$ cat src/shared/stc_pkg.sv
// Constants, register map and bus carriers for the serial transmit control block
package stc_pkg;

	// ==========================================================
	// Bus geometry
	localparam int WB_AW = 12;                          // Byte address width
	localparam int WB_DW = 32;                          // Data width

	// ==========================================================
	// Register indices (byte address is four times the index)
	localparam logic [9:0] IDX_TSC    = 10'h11E;        // Transmit status and control
	localparam logic [9:0] IDX_TXDATA = 10'h11A;        // Transmit data / pending flag
	localparam logic [9:0] IDX_BAUD   = 10'h11B;        // Baud divisor and wide option

	// ==========================================================
	// Status and control field layout
	localparam logic [7:0] TSC_RESET = 8'h02;           // Shift-empty reads 1 at reset
	localparam logic [7:0] TSC_WMASK = 8'hFD;           // Bit 1 is read-only
	localparam int B_CLK_SRC = 7;                       // clock_source_select
	localparam int B_FRAME9  = 6;                       // frame_length_select
	localparam int B_TRANSMITTER_ENABLE    = 5;                       // transmitter_enable
	localparam int B_SYNC    = 4;                       // clocked-mode select
	localparam int B_BREAK   = 3;                       // break_request
	localparam int B_HSPEED  = 2;                       // high_speed_select
	localparam int B_EMPTY   = 1;                       // shift_empty_status
	localparam int B_NINTH   = 0;                       // ninth_data_bit
	localparam int B_WIDE    = 16;                      // wide_generator_option in baud reg
	localparam int B_PEND    = 8;                       // Pending flag in data reg

	// ==========================================================
	// Prescale counts (minus one) per baud clock
	localparam logic [5:0] SCALE_4_M1    = 6'h03;       // baudclk/4
	localparam logic [5:0] SCALE_16_M1   = 6'h0F;       // baudclk/16
	localparam logic [5:0] SCALE_64_M1   = 6'h3F;       // baudclk/64
	localparam logic [5:0] SCALE_SYNC_M1 = 6'h01;       // Half of a baudclk/4 bit

	// ==========================================================
	// Bit counts per frame kind
	localparam logic [3:0] CNT_ASYNC8 = 4'hA;           // Start, 8 data, stop
	localparam logic [3:0] CNT_ASYNC9 = 4'hB;           // Start, 9 data, stop
	localparam logic [3:0] CNT_BREAK  = 4'hE;           // Start, 12 zeros, stop
	localparam logic [3:0] CNT_SYNC8  = 4'h8;           // 8 data, no framing
	localparam logic [3:0] CNT_SYNC9  = 4'h9;           // 9 data, no framing

	// ==========================================================
	// Types
	typedef enum {TX_IDLE, TX_SHIFT} stc_tx_state_t;    // Shifter states

	typedef struct packed {
		logic               cyc;
		logic               stb;
		logic               we;
		logic [WB_AW-1:0]   adr;
		logic [3:0]         sel;
		logic [WB_DW-1:0]   dat;
	} stc_wb_req_t;                                     // Master to slave

	typedef struct packed {
		logic               ack;
		logic [WB_DW-1:0]   dat;
	} stc_wb_rsp_t;                                     // Slave to master

endpackage

$ cat src/logic/stc_baud_gen.sv
// Baud generator: divisor stage then selectable prescale, one-cycle tick out
`timescale 1ns/1ps
module stc_baud_gen #(
	parameter int DIV_W = 16
) (
	input  wire logic             mclk,
	input  wire logic             sys_rst,
	input  wire logic             clear,
	input  wire logic [DIV_W-1:0] divisor,
	input  wire logic [5:0]       scale_m1,
	output logic                  tick
);
	import stc_pkg::*;

	logic [DIV_W-1:0] div_cnt_r;        // Divisor stage, one baudclk per wrap
	logic [DIV_W-1:0] div_cnt_nxt;
	logic [5:0]       pre_cnt_r;        // Prescale stage
	logic [5:0]       pre_cnt_nxt;
	logic             tick_r;           // Registered tick
	logic             tick_nxt;

	assign tick = tick_r;

	// ==========================================================
	// Next count
	always_comb begin
		div_cnt_nxt = div_cnt_r + 1'b1;
		pre_cnt_nxt = pre_cnt_r;
		tick_nxt    = 1'b0;
		if (clear) begin
			// Restart one mclk ahead: the registered tick costs a cycle,
			// so the first bit of a frame is exactly one bit time long
			div_cnt_nxt = '0;
			pre_cnt_nxt = '0;
			if (divisor == '0) begin
				pre_cnt_nxt = 6'h01;
			end else begin
				div_cnt_nxt[0] = 1'b1;
			end
		end else if (div_cnt_r >= divisor) begin
			div_cnt_nxt = '0;
			if (pre_cnt_r >= scale_m1) begin
				pre_cnt_nxt = '0;
				tick_nxt    = 1'b1;
			end else begin
				pre_cnt_nxt = pre_cnt_r + 6'h01;
			end
		end
	end

	// ==========================================================
	// Count registers
	always_ff @(posedge mclk) begin
		if (sys_rst) begin
			div_cnt_r <= '0;
			pre_cnt_r <= '0;
			tick_r    <= 1'b0;
		end else begin
			div_cnt_r <= div_cnt_nxt;
			pre_cnt_r <= pre_cnt_nxt;
			tick_r    <= tick_nxt;
		end
	end
endmodule

$ cat src/logic/stc_serial_tx.sv
// Serial transmitter with status/control register on a classic Wishbone slave
// Notes on behaviour
// RULE1: Synchronous mode: clock source picks master/slave
// RULE2: Frame length bit picks 9 or 8 bits
// RULE3: Transmit enable bit turns transmitter on/off
// RULE4: Clocked-mode bit picks synchronous or asynchronous
// RULE5: Break request sends break, self-clears, async only
// RULE6: High-speed picks baudclk/4 or /16, else low
// RULE7: Register resets to 0x02, empty bit read-only
// RULE8: Empty bit tracks shifter; ninth bit sent
//
// Our own choice: the Wishbone slave port.
`timescale 1ns/1ps
module stc_serial_tx #(
	parameter int DIV_W = 16
) (
	input  wire logic                mclk,
	input  wire logic                sys_rst,
	input  wire stc_pkg::stc_wb_req_t wb_req,
	output stc_pkg::stc_wb_rsp_t     wb_rsp,
	input  wire logic                bitclk_in,
	output logic                     bitclk_out,
	output logic                     bitclk_oe,
	output logic                     txd_out
);
	import stc_pkg::*;

	// ==========================================================
	// Declarations
	logic [7:0]       tsc_r;            // Control bits, bit 1 held at zero
	logic [7:0]       tsc_nxt;
	logic [7:0]       tsc_rd;           // Readback with live empty bit
	logic [7:0]       txdata_r;         // Character waiting for the shifter
	logic [7:0]       txdata_nxt;
	logic             pend_r;           // Character waiting flag
	logic             pend_nxt;
	logic [DIV_W-1:0] divisor_r;        // Baud divisor
	logic [DIV_W-1:0] divisor_nxt;
	logic             wide_r;           // wide_generator_option
	logic             wide_nxt;
	stc_wb_rsp_t      rsp_r;            // Registered bus answer
	stc_wb_rsp_t      rsp_nxt;
	logic             bus_hit;          // New request this cycle
	logic             wr_tsc;           // Write to control register
	logic [9:0]       idx;              // Word index of request

	stc_tx_state_t    state_r;          // Shifter state
	stc_tx_state_t    state_nxt;
	logic [13:0]      shreg_r;          // Outgoing bits, LSB first
	logic [13:0]      shreg_nxt;
	logic [3:0]       cnt_r;            // Bits left in frame
	logic [3:0]       cnt_nxt;
	logic             brk_frame_r;      // Current frame is a break
	logic             brk_frame_nxt;
	logic             txd_r;
	logic             txd_nxt;
	logic             clk_out_r;
	logic             clk_out_nxt;
	logic             clk_oe_r;
	logic             clk_oe_nxt;
	logic             clk_in_prev_r;    // Last sampled external bit clock
	logic             load;             // Shifter takes the pending character
	logic             brk_done;         // Break frame finished this cycle
	logic             adv;              // Move to the next bit
	logic [5:0]       scale_m1;         // Prescale for the baud generator
	logic             tick;
	logic             is_sync;
	logic             is_master;

	assign is_sync   = tsc_r[B_SYNC];
	assign is_master = tsc_r[B_CLK_SRC];

	// ==========================================================
	// Outputs straight from flops
	assign wb_rsp     = rsp_r;
	assign txd_out    = txd_r;
	assign bitclk_out = clk_out_r;
	assign bitclk_oe  = clk_oe_r;

	// ==========================================================
	// Register readback and bus decode
	assign tsc_rd  = {tsc_r[7:2], (state_r == TX_IDLE), tsc_r[0]};  // RULE8
	assign idx     = wb_req.adr[WB_AW-1:2];
	assign bus_hit = wb_req.cyc && wb_req.stb && !rsp_r.ack;
	assign wr_tsc  = bus_hit && wb_req.we && wb_req.sel[0] && (idx == IDX_TSC);

	// ==========================================================
	// Rate selection for the baud generator
	always_comb begin
		if (is_sync) begin
			scale_m1 = SCALE_SYNC_M1;               // High-speed bit ignored here RULE6
		end else if (tsc_r[B_HSPEED]) begin
			scale_m1 = wide_r ? SCALE_4_M1 : SCALE_16_M1;   // RULE6
		end else begin
			scale_m1 = wide_r ? SCALE_16_M1 : SCALE_64_M1;  // RULE6
		end
	end

	stc_baud_gen #(
		.DIV_W (DIV_W)
	) u_baud (
		.mclk     (mclk),
		.sys_rst  (sys_rst),
		.clear    (load || !tsc_r[B_TRANSMITTER_ENABLE]),
		.divisor  (divisor_r),
		.scale_m1 (scale_m1),
		.tick     (tick)
	);

	// ==========================================================
	// Bus slave and register file next state
	always_comb begin
		tsc_nxt     = tsc_r;
		txdata_nxt  = txdata_r;
		pend_nxt    = pend_r;
		divisor_nxt = divisor_r;
		wide_nxt    = wide_r;
		rsp_nxt     = '0;
		// Hardware clears break once its frame is out
		if (brk_done) begin
			tsc_nxt[B_BREAK] = 1'b0;                // RULE5
		end
		if (load) begin
			pend_nxt = 1'b0;
		end
		if (bus_hit) begin
			rsp_nxt.ack = 1'b1;
			if (wb_req.we) begin
				// Later in the block so a software set beats the clear
				if (wr_tsc) begin
					tsc_nxt = wb_req.dat[7:0] & TSC_WMASK;  // RULE7
				end
				if (idx == IDX_TXDATA && wb_req.sel[0]) begin
					txdata_nxt = wb_req.dat[7:0];
					pend_nxt   = 1'b1;
				end
				if (idx == IDX_BAUD) begin
					if (wb_req.sel[0]) begin
						divisor_nxt[7:0] = wb_req.dat[7:0];
					end
					if (wb_req.sel[1]) begin
						divisor_nxt[DIV_W-1:8] = wb_req.dat[DIV_W-1:8];
					end
					if (wb_req.sel[2]) begin
						wide_nxt = wb_req.dat[B_WIDE];
					end
				end
			end else begin
				// Unmapped words read as zero
				unique case (idx)
					IDX_TSC:    rsp_nxt.dat = {24'h000000, tsc_rd};
					IDX_TXDATA: rsp_nxt.dat = {23'h000000, pend_r, txdata_r};
					IDX_BAUD:   rsp_nxt.dat = {15'h0000, wide_r, divisor_r};
					default:    rsp_nxt.dat = '0;
				endcase
			end
		end
	end

	// ==========================================================
	// Register file flops
	always_ff @(posedge mclk) begin
		if (sys_rst) begin
			tsc_r     <= TSC_RESET & TSC_WMASK;     // RULE7
			txdata_r  <= '0;
			pend_r    <= 1'b0;
			divisor_r <= '0;
			wide_r    <= 1'b0;
			rsp_r     <= '0;
		end else begin
			tsc_r     <= tsc_nxt;
			txdata_r  <= txdata_nxt;
			pend_r    <= pend_nxt;
			divisor_r <= divisor_nxt;
			wide_r    <= wide_nxt;
			rsp_r     <= rsp_nxt;
		end
	end

	// ==========================================================
	// Shifter control
	assign load     = pend_r && tsc_r[B_TRANSMITTER_ENABLE] && (state_r == TX_IDLE);   // RULE3
	assign brk_done = adv && (cnt_r == 4'h1) && brk_frame_r && (state_r == TX_SHIFT);

	// Bit advance source depends on mode and clock role
	always_comb begin
		if (!is_sync) begin
			adv = tick;                             // RULE4
		end else if (is_master) begin
			adv = tick && clk_out_r;                // Falling edge of own clock RULE1
		end else begin
			adv = clk_in_prev_r && !bitclk_in;      // Far end's falling edge RULE1
		end
	end

	// ==========================================================
	// Shifter next state
	always_comb begin
		state_nxt     = state_r;
		shreg_nxt     = shreg_r;
		cnt_nxt       = cnt_r;
		brk_frame_nxt = brk_frame_r;
		txd_nxt       = txd_r;
		clk_out_nxt   = clk_out_r;
		clk_oe_nxt    = tsc_r[B_TRANSMITTER_ENABLE] && is_sync && is_master;   // RULE1
		if (!tsc_r[B_TRANSMITTER_ENABLE]) begin
			// Disabled: idle line, clock parked low
			state_nxt   = TX_IDLE;                  // RULE3
			txd_nxt     = 1'b1;
			clk_out_nxt = 1'b0;
		end else begin
			unique case (state_r)
				TX_IDLE: begin
					if (load) begin
						state_nxt = TX_SHIFT;
						brk_frame_nxt = 1'b0;
						if (is_sync) begin
							// Plain data bits, no framing RULE4
							shreg_nxt = {5'h1F, tsc_r[B_NINTH], txdata_r};   // RULE8
							cnt_nxt   = tsc_r[B_FRAME9] ? CNT_SYNC9 : CNT_SYNC8;  // RULE2
						end else if (tsc_r[B_BREAK]) begin
							// Break only counts in asynchronous mode
							shreg_nxt     = 14'h2000;   // RULE5
							cnt_nxt       = CNT_BREAK;
							brk_frame_nxt = 1'b1;
						end else if (tsc_r[B_FRAME9]) begin
							shreg_nxt = {3'h7, 1'b1, tsc_r[B_NINTH], txdata_r, 1'b0};  // RULE2
							cnt_nxt   = CNT_ASYNC9;
						end else begin
							shreg_nxt = {4'hF, 1'b1, txdata_r, 1'b0};   // RULE2
							cnt_nxt   = CNT_ASYNC8;
						end
						txd_nxt = shreg_nxt[0];
					end
				end
				TX_SHIFT: begin
					if (is_sync && is_master && tick && !clk_out_r) begin
						clk_out_nxt = 1'b1;             // Far end samples on rise
					end
					if (adv) begin
						clk_out_nxt = 1'b0;
						cnt_nxt     = cnt_r - 4'h1;
						if (cnt_r == 4'h1) begin
							state_nxt = TX_IDLE;        // RULE8
							txd_nxt   = 1'b1;
						end else begin
							shreg_nxt = {1'b1, shreg_r[13:1]};
							txd_nxt   = shreg_r[1];
						end
					end
				end
			endcase
		end
		if (!(is_sync && is_master)) begin
			clk_out_nxt = 1'b0;                     // Clock only driven as master
		end
	end

	// ==========================================================
	// Shifter flops
	always_ff @(posedge mclk) begin
		if (sys_rst) begin
			state_r       <= TX_IDLE;
			shreg_r       <= '1;
			cnt_r         <= '0;
			brk_frame_r   <= 1'b0;
			txd_r         <= 1'b1;
			clk_out_r     <= 1'b0;
			clk_oe_r      <= 1'b0;
			clk_in_prev_r <= 1'b0;
		end else begin
			state_r       <= state_nxt;
			shreg_r       <= shreg_nxt;
			cnt_r         <= cnt_nxt;
			brk_frame_r   <= brk_frame_nxt;
			txd_r         <= txd_nxt;
			clk_out_r     <= clk_out_nxt;
			clk_oe_r      <= clk_oe_nxt;
			clk_in_prev_r <= bitclk_in;
		end
	end
endmodule

$ cat config.mk
export PLATFORM = sky130hd
export DESIGN_NAME = stc_serial_tx
export DESIGN_NICKNAME = d
export VERILOG_FILES = /design/src/shared/stc_pkg.sv /design/src/logic/stc_baud_gen.sv /design/src/logic/stc_serial_tx.sv
export SDC_FILE = /design/constraint.sdc
export NUM_CORES = 1
export LEC_CHECK = 0
export BUFFER_PORTS_ARGS = -buffer_cell sky130_fd_sc_hd__buf_4
export CAP_MARGIN = 20
export CORE_MARGIN = 3
export CORE_UTILIZATION = 30
export DETAILED_ROUTE_END_ITERATION = 8
export MAX_ROUTING_LAYER = met4
export PLACE_DENSITY = 0.5
export RECOVER_POWER = 100
export SLEW_MARGIN = 25
export SYNTH_ARGS = -nofsm -noshare
export SYNTH_HDL_FRONTEND = slang
export SYNTH_SLANG_ARGS = --single-unit
$ cat constraint.sdc
create_clock -name mclk -period 2.2 [get_ports mclk]
set_input_delay 0.44 -clock mclk [delete_from_list [all_inputs] [get_ports mclk]]
set_output_delay 0.44 -clock mclk [all_outputs]
set_load 0.02 [all_outputs]
==> results.yml, run 1 <==
status:
  status: "finished clean"
cts:
  cts_max_level: 3
  root_buffer: "clkbuf_16"
  cts_tree: "done"
  clock_path_buffers: 2
  clk_pin_slew_ns: 0.06
  cts_buffers: 9
  postCtsSetupBuffers: 0
  cts.sinks: 96
  insertion_delay_ns: 0.35
cells_and_area:
  fillCellCount: 1579
  final_layout_size_suffix_gt1_share_pct: 16.64
  final_cell_mix: "dfxtp_1 (92), nor2_1 (73), buf_4 (62)"
  nets: 689
  final_common_cell: "dfxtp_1"
  area_delta_synth_final_pct: 22.31
  antenna_cells: 0
logic_synthesis:
  synth-seq-area-share_pct: 40.41
  synth.cell_area_mm2: 0.004756
  synth-edff-count: 0
  synthFlopType: "dfxtp_1"
  synth_cell_type_count: 58
  syn_area_per_cell_um2: 9.111
  synth_seq_cells: 96
  yosysWarnings: 0
  async_reset_ff_share_pct: 0
  synthCells: 522
floorplanning:
  io_pins: 90
  die_h_um: 131.9
  die_area_mm2: 0.01740
  initial_utilization_pct: 30.94
  die_x_um: 131.9
  core_mm2: 0.01537
  rows: 45
global_route:
  grt_max_degree: 54
  grt_pass1_wl_mm: 20.04
  grt_overflow_total: 0
  groute.usage.overall_pct: 14.58
  grt_antenna_before_repair: 0
  first_global_vias: 3855
timing:
  fmax_ghz: 0.4687
  drv_slew: 0
  finClkSkew_ns: 0.005846
  finalCriticalPeriod_ns: 2.134
  slew_headroom_pct: 24.59
  period_share_pct: 96.99
  tightestPinTransition_ns: 1.131
  hold_ws_ns: 0.3284
  hold_viol_final: 0
  setup_viol: 0
place:
  dp_hpwl_mm: 9.206
  portBuffers: 56
  gp_congestion: 0.7790
critical_path:
  critical_path.startpoint_type: "flip-flop"
  worstReg2RegEnd: "u_baud.tick"
  reg2reg_slack_ns: 0.07
  crit_type: "flip-flop to flip-flop"
  cpPeakStageDelay_ns: 0.43
  end_kind: "flip-flop"
  cp_data_required_time_ns: 2.39
  path_cells: "inv_2, ha_4, nand2b_4, a2111o_1, a311o_1, buf_6, nor2_1, nor3_2"
  crit_buf_inv: 2
  rr_worst_depth: 8
  crit_family: "compound AO/OA/AOI/OAI gates"
  worstPathMaxFanout: 4
  cp_data_arrival_time_ns: 2.33
  rr_startpoint: "u_baud.div_cnt_r[0]"
  slowest_stage: "a311o_1"
route:
  drc: 0
  dr.first_iter.drc_count: 197
  wl_mm: 12.43
  ant_nets: 0
  num_vias: 3996
  drt-wirelength-per-cell_um: 15.08
  vias_per_cell: 4.850
  first_pass_iters: 6
power:
  power_mw: 3.378
  pwr_density_cell_mw_per_mm2: 580.7
  vdd_drop_max_mv: 0.3520
  p_leak_nw: 2.299
hold_path:
  hp-start: "bitclk_in"
  min_path_cells: 2
  hp-class: "primary input to flip-flop"
  hold_end: "clk_in_prev_r"
flow_run:
  max_cap_violations: 0
## cell type report
class / instances / area (um^2) / area share, %
clock buffer: 10 / 229.0 / 3.936
inverter: 37 / 138.9 / 2.388
timing repair buffer: 97 / 630.6 / 10.84
tap: 211 / 264.0 / 4.539
sequential: 96 / 1927 / 33.13
clock inverter: 4 / 47.55 / 0.8174
multi-input combinational: 369 / 2580 / 44.35
## synthesized netlist by cell type, types with 5 or more instances
master	number	area share, %
a211o_1	12	2.2
a21oi_1	16	1.7
a222oi_1	8	1.7
a22oi_1	5	0.79
and2_1	8	1.1
buf_4	17	2.7
clkbuf_1	12	0.95
dfxtp_1	96	40
ha_1	25	6.6
inv_1	37	2.9
mux2i_1	33	6.9
nand2_1	31	2.4
nand2b_1	5	0.66
nand3_1	12	1.3
nand4_1	6	0.79
nor2_1	73	5.8
nor2b_1	5	0.66
nor3_1	7	0.74
nor4_1	6	0.79
o211a_1	10	2.1
o211ai_1	6	0.95
o21ai_0	11	1.2
o311ai_0	8	1.5
xnor2_1	13	2.4
## state kept, by name, summed over array words and instances, names as in the netlist
signal,flops
wb_rsp,18
divisor_r,16
u_baud.div_cnt_r,16
shreg_r,12
txdata_r,8
tsc_r,7
u_baud.pre_cnt_r,6
cnt_r,4
bitclk_oe,1
bitclk_out,1
brk_frame_r,1
clk_in_prev_r,1
pend_r,1
state_r,1
txd_out,1
u_baud.tick,1
wide_r,1
## worst max path at each step
| stage | start | endpoint | slack [ns] | cells after the start |
|---|---|---|---|---|
| final | u_baud.div_cnt_r[0] | u_baud.tick | 0.07 | 8 |
| after global routing | divisor_r[14] | u_baud.pre_cnt_r[0] | -0.03 | 8 |
| after CTS | u_baud.div_cnt_r[0] | u_baud.pre_cnt_r[3] | 0.03 | 8 |
| after detailed placement | wb_req[43] | divisor_r[14] | -0.08 | 7 |
| after global placement | wb_req[43] | divisor_r[11] | -0.05 | 7 |
| after floorplan | tsc_r[4] | u_baud.pre_cnt_r[0] | 0.009 | 8 |
## repair_timing
item                                    CTS  global route
gates resized for setup                   0            13
endpoints found under the setup margin    0            16
hold buffers                              0             0
## cells by family (layout without fill, tap and decap cells)
group	count (synthesis)	in the layout	synth area share, %
AOI/OAI and AO/OA	100	100	16.26
xor gates and xnor gates	15	15	2.763
adders and majority gates	25	25	6.577
buffers and inverters	71	148	7.208
DFF	96	96	40.41
muxes	33	33	6.946
other	1	15	0.07885
and+or+nand+nor	181	181	19.76
## per-stage QoR
stage	TNS (ns)	setup WS, ns	util [%]	area [um^2]	std cells
after detailed placement	-0.5816	-0.08249	36.83	5662	810
after CTS	0	0.03191	38.63	5938	824
after global routing	-0.1059	-0.02938	37.84	5817	824
after floorplan	0	0.008619	-	4823	536
final	0	0.06630	37.84	5817	824
after global placement	-0.3577	-0.05351	36.83	5662	810
## routing by layer
layer | vias to the layer above | global-route usage (%) | wire [um]
li1 | 1999 | - | -
met1 | 1901 | 19.03 | 5830
met2 | 86 | 22.46 | 5789
met3 | 10 | 4.084 | 651
met4 | 0 | 3.442 | 155
met5 | - | - | 0
## report_power, final
part	internal [mW]	switching (mW)
clock	0.865	0.653
combinational	0.0490	0.0686
sequential	1.74	0.00225
total	2.65	0.724
No activity file was read; power rests on OpenSTA's default activity.
==> run 2, diff against run 1 <==
PLACE_DENSITY = 0.49   (was 0.5)
==> results.yml, run 2 (synthesis gave the netlist of run 1 again) <==
status:
  status: "finished clean"
route:
  vias_per_cell: 4.849
  wl_met3_um: 649
  first_pass_iters: 5
  drt-met1-wl_mm: 5.857
  drc: 0
  num_vias: 4005
  ant_nets: 0
  wl_met2_mm: 5.630
  drt-wirelength-per-cell_um: 14.93
  dr.first_iter.drc_count: 209
  wl_mm: 12.33
  top_layer_used: "met4"
cells_and_area:
  largest_reg_flops: 18
  instances_no_fill: 826
  final_layout_size_suffix_gt1_share_pct: 16.59
  antenna_cells: 0
  area_delta_synth_final_pct: 22.78
  final_common_cell: "dfxtp_1"
  nets: 689
  final_cell_mix: "dfxtp_1 (92), nor2_1 (73), buf_4 (63)"
global_route:
  first_global_vias: 3964
  grt_overflow_total: 0
  grt_pass1_wl_mm: 20.44
  groute.usage.overall_pct: 14.80
  grt_antenna_before_repair: 0
  grt_max_degree: 54
place:
  dp.cells: 810
  dp_hpwl_mm: 9.117
  portBuffers: 56
  gp_congestion: 0.7922
hold_path:
  hp-class: "primary input to flip-flop"
cts:
  clk_pin_slew_ns: 0.07
  cts.sinks: 96
  root_buffer: "clkbuf_16"
  clock_path_buffers: 2
  insertion_delay_ns: 0.35
  cts_tree: "done"
  postCtsSetupBuffers: 0
  cts_buffers: 9
  cts_max_level: 3
power:
  vdd_drop_max_mv: 0.4105
  p_leak_nw: 2.304
  pwr_density_cell_mw_per_mm2: 591.9
  power_mw: 3.456
timing:
  hold_viol_final: 0
  tightestPinTransition_ns: 1.091
  period_share_pct: 96.22
  slew_headroom_pct: 27.25
  drv_slew: 0
  setup_viol: 0
  hold_ws_ns: 0.3202
  finClkSkew_ns: 0.01318
  fmax_ghz: 0.4724
  finalCriticalPeriod_ns: 2.117
  fin_setup_tns_ns: 0
critical_path:
  cp_data_arrival_time_ns: 2.33
  cp_data_required_time_ns: 2.41
  worstPathMaxFanout: 4
  end_kind: "flip-flop"
  crit_type: "flip-flop to flip-flop"
  critical_path.startpoint_type: "flip-flop"
floorplanning:
  die_area_mm2: 0.01740
  rows: 45
  initial_utilization_pct: 30.94
  core_mm2: 0.01537
  die_x_um: 131.9
  io_pins: 90
  die_h_um: 131.9
flow_run:
  max_cap_violations: 0
run 2: power by group:
| part | total (mW) | internal [mW] | switching [mW] |
|---|---|---|---|
| logic | 0.115 | 0.0491 | 0.0662 |
| clock network | 1.60 | 0.916 | 0.683 |
| registers | 1.74 | 1.74 | 0.00208 |
| total | 3.46 | 2.70 | 0.752 |
run 2: area by class of cell:
type                       instances  area (um^2)
inverter                          37        138.9
fill                            1559         9532
sequential                        96         1927
clock inverter                     4        53.80
timing repair buffer              97        631.9
tap                              211        264.0
clock buffer                      12        246.5
multi-input combinational        369         2577
run 2: per-layer routing:
layer	track usage, %	up-vias
li1	-	2003
met1	19.21	1893
met2	22.55	92
met3	4.237	17
met4	4.142	0
met5	-	-
run 2: path summary, 6_finish.rpt:
check / slack (ns) / startpoint / end / cells past startpoint
min: 0.32 / bitclk_in / clk_in_prev_r / 2
max: 0.08 / divisor_r[1] / u_baud.pre_cnt_r[1] / 7
min reg2reg: 0.46 / shreg_r[1] / shreg_r[1] / 1
max reg2reg: 0.08 / divisor_r[1] / u_baud.pre_cnt_r[1] / 7
run 2: critical path, stage by stage (launching register included):
cell and delay, ns:
dfxtp_1 0.33, inv_1 0.05, ha_1 0.29, a2111o_1 0.48, a311o_1 0.43, buf_6 0.15
o211ai_1 0.16, a21oi_1 0.08
run 2: timing repair:
action	4_1_cts	5_1_grt
setup endpoints to repair	0	17
hold buffers	0	0
gates resized for setup	0	13
run 2: stage by stage:
step                      worst slack, ns  util [%]  cell area (um^2)
final                             0.08325     37.99              5839
after global routing             -0.01057     37.99              5839
after CTS                         0.04763     38.79              5962
after detailed placement         -0.05861     36.83              5662
after global placement           -0.05957     36.83              5662
after floorplan                  0.008619         -              4823
==> run 3, diff against run 2 <==
PLACE_DENSITY = default   (was 0.49)
==> results.yml, run 3 (synthesis gave the netlist of run 1 again) <==
timing:
  fmax_ghz: 0.4698
  slew_headroom_pct: 50.77
  rsz0062_at_grt: "yes"
  period_share_pct: 96.75
  finalCriticalPeriod_ns: 2.129
  setup_viol: 0
  tightestPinTransition_ns: 0.7384
  finClkSkew_ns: 0.01043
  hold_viol_final: 0
  drv_slew: 0
floorplanning:
  rows: 45
  die_area_mm2: 0.01740
  die_h_um: 131.9
  die_x_um: 131.9
  initial_utilization_pct: 30.94
  core_mm2: 0.01537
  io_pins: 90
route:
  vias_per_cell: 4.852
  first_pass_iters: 4
  drc: 0
  wl_mm: 12.20
  num_vias: 4008
  ant_nets: 0
  dr.first_iter.drc_count: 209
  drt-wirelength-per-cell_um: 14.77
cts:
  cts_buffers: 9
  cts.sinks: 96
  holdBufCountCts: 0
  cts_tree: "done"
  insertion_delay_ns: 0.35
  root_buffer: "clkbuf_16"
  cts_max_level: 3
  clk_pin_slew_ns: 0.07
  clock_path_buffers: 2
place:
  portBuffers: 56
  gp_congestion: 0.8456
  dp_hpwl_mm: 9.102
  dpl_cell_area_mm2: 0.005654
critical_path:
  cp_data_required_time_ns: 2.48
  slowest_stage: "a2111o_1"
  crit_buf_inv: 3
  crit_type: "flip-flop to flip-flop"
  critical_path.startpoint_type: "flip-flop"
  crit_top_cell: "buf_6"
  path_cells: "inv_2, ha_4, nand2b_4, a2111o_1, buf_6, a311oi_4, buf_6, a22oi_1, o22ai_1"
  worstPathMaxFanout: 6
  crit_family: "compound AO/OA/AOI/OAI gates"
  end_kind: "flip-flop"
  cp_data_arrival_time_ns: 2.40
  cpPeakStageDelay_ns: 0.44
global_route:
  grt_overflow_total: 0
  grt_antenna_before_repair: 0
  grt_pass1_wl_mm: 19.68
  first_global_vias: 3955
  grt_max_degree: 39
  groute.usage.overall_pct: 14.28
cells_and_area:
  largest_reg_flops: 18
  final_cell_mix: "dfxtp_1 (94), nor2_1 (73), buf_4 (66)"
  area_delta_synth_final_pct: 23.68
  antenna_cells: 0
  final_layout_size_suffix_gt1_share_pct: 17.56
  final_common_cell: "dfxtp_1"
  fin_area_mm2: 0.005882
  utilization_pct: 38.27
  nets: 689
hold_path:
  hp-class: "primary input to flip-flop"
power:
  pwr_density_cell_mw_per_mm2: 589.4
  vdd_drop_max_mv: 0.4674
  p_leak_nw: 2.337
status:
  status: "finished clean"
flow_run:
  max_cap_violations: 0
==> run 3: metrics by stage <==
stage          setup WS, ns  cells  setup TNS, ns  hold WS, ns  power [mW]
4_1_cts             0.01182    825              0       0.3160       3.513
6_report            0.07147    826              0       0.3218       3.467
3_5_place_dp       -0.06732    809        -0.4985       0.4500       1.903
5_1_grt            -0.01078    826       -0.01102       0.3356       3.583
3_3_place_gp       -0.05667    809        -0.3183       0.4486       1.902
2_1_floorplan      0.008619    536              0       0.4352       1.852
==> run 3: worst paths after layout <==
path                  startpoint  slack, ns                  end  depth (start not counted)
min                    bitclk_in       0.32        clk_in_prev_r                          2
max          u_baud.div_cnt_r[0]       0.07  u_baud.pre_cnt_r[2]                          9
max reg2reg  u_baud.div_cnt_r[0]       0.07  u_baud.pre_cnt_r[2]                          9
min reg2reg           shreg_r[8]       0.46           shreg_r[8]                          1
==> run 3: area by class of cell <==
type,count,area (um^2)
inverters,37,138.9
multi-input cells,369,2581
well taps,211,264.0
flip-flops and latches,96,1924
clock buffers,11,242.7
clock inverters,5,65.06
fillers,1558,9489
repair buffers,97,665.6
==> run 3: worst register-to-register path: stages (launching register included) <==
cell and delay (ns):
dfxtp_2 0.33, inv_2 0.04, ha_4 0.20, nand2b_4 0.13
a2111o_1 0.44, buf_6 0.14, a311oi_4 0.33, buf_6 0.18
a22oi_1 0.09, o22ai_1 0.18
==> run 3: per-layer routing <==
| metal | GRT usage, % | share of wire [%] |
|---|---|---|
| met5 | - | 0 |
| met3 | 3.550 | 4.6 |
| met1 | 17.63 | 47 |
| met4 | 4.842 | 2.0 |
| met2 | 22.86 | 47 |
==> run 3: report_power, final <==
group | switching, mW | leakage (nW) | total (mW) | internal, mW
clock network | 0.686 | 0.150 | 1.61 | 0.923
registers | 0.00202 | 0.775 | 1.74 | 1.74
logic | 0.0665 | 1.41 | 0.116 | 0.0500
total | 0.755 | 2.34 | 3.47 | 2.71
==> run 3: what timing repair did <==
action | in CTS | in global routing
endpoints found under the setup margin | 6 | 21
pin swaps | 4 | 4
setup buffers | 0 | 1
gates resized for setup | 3 | 11
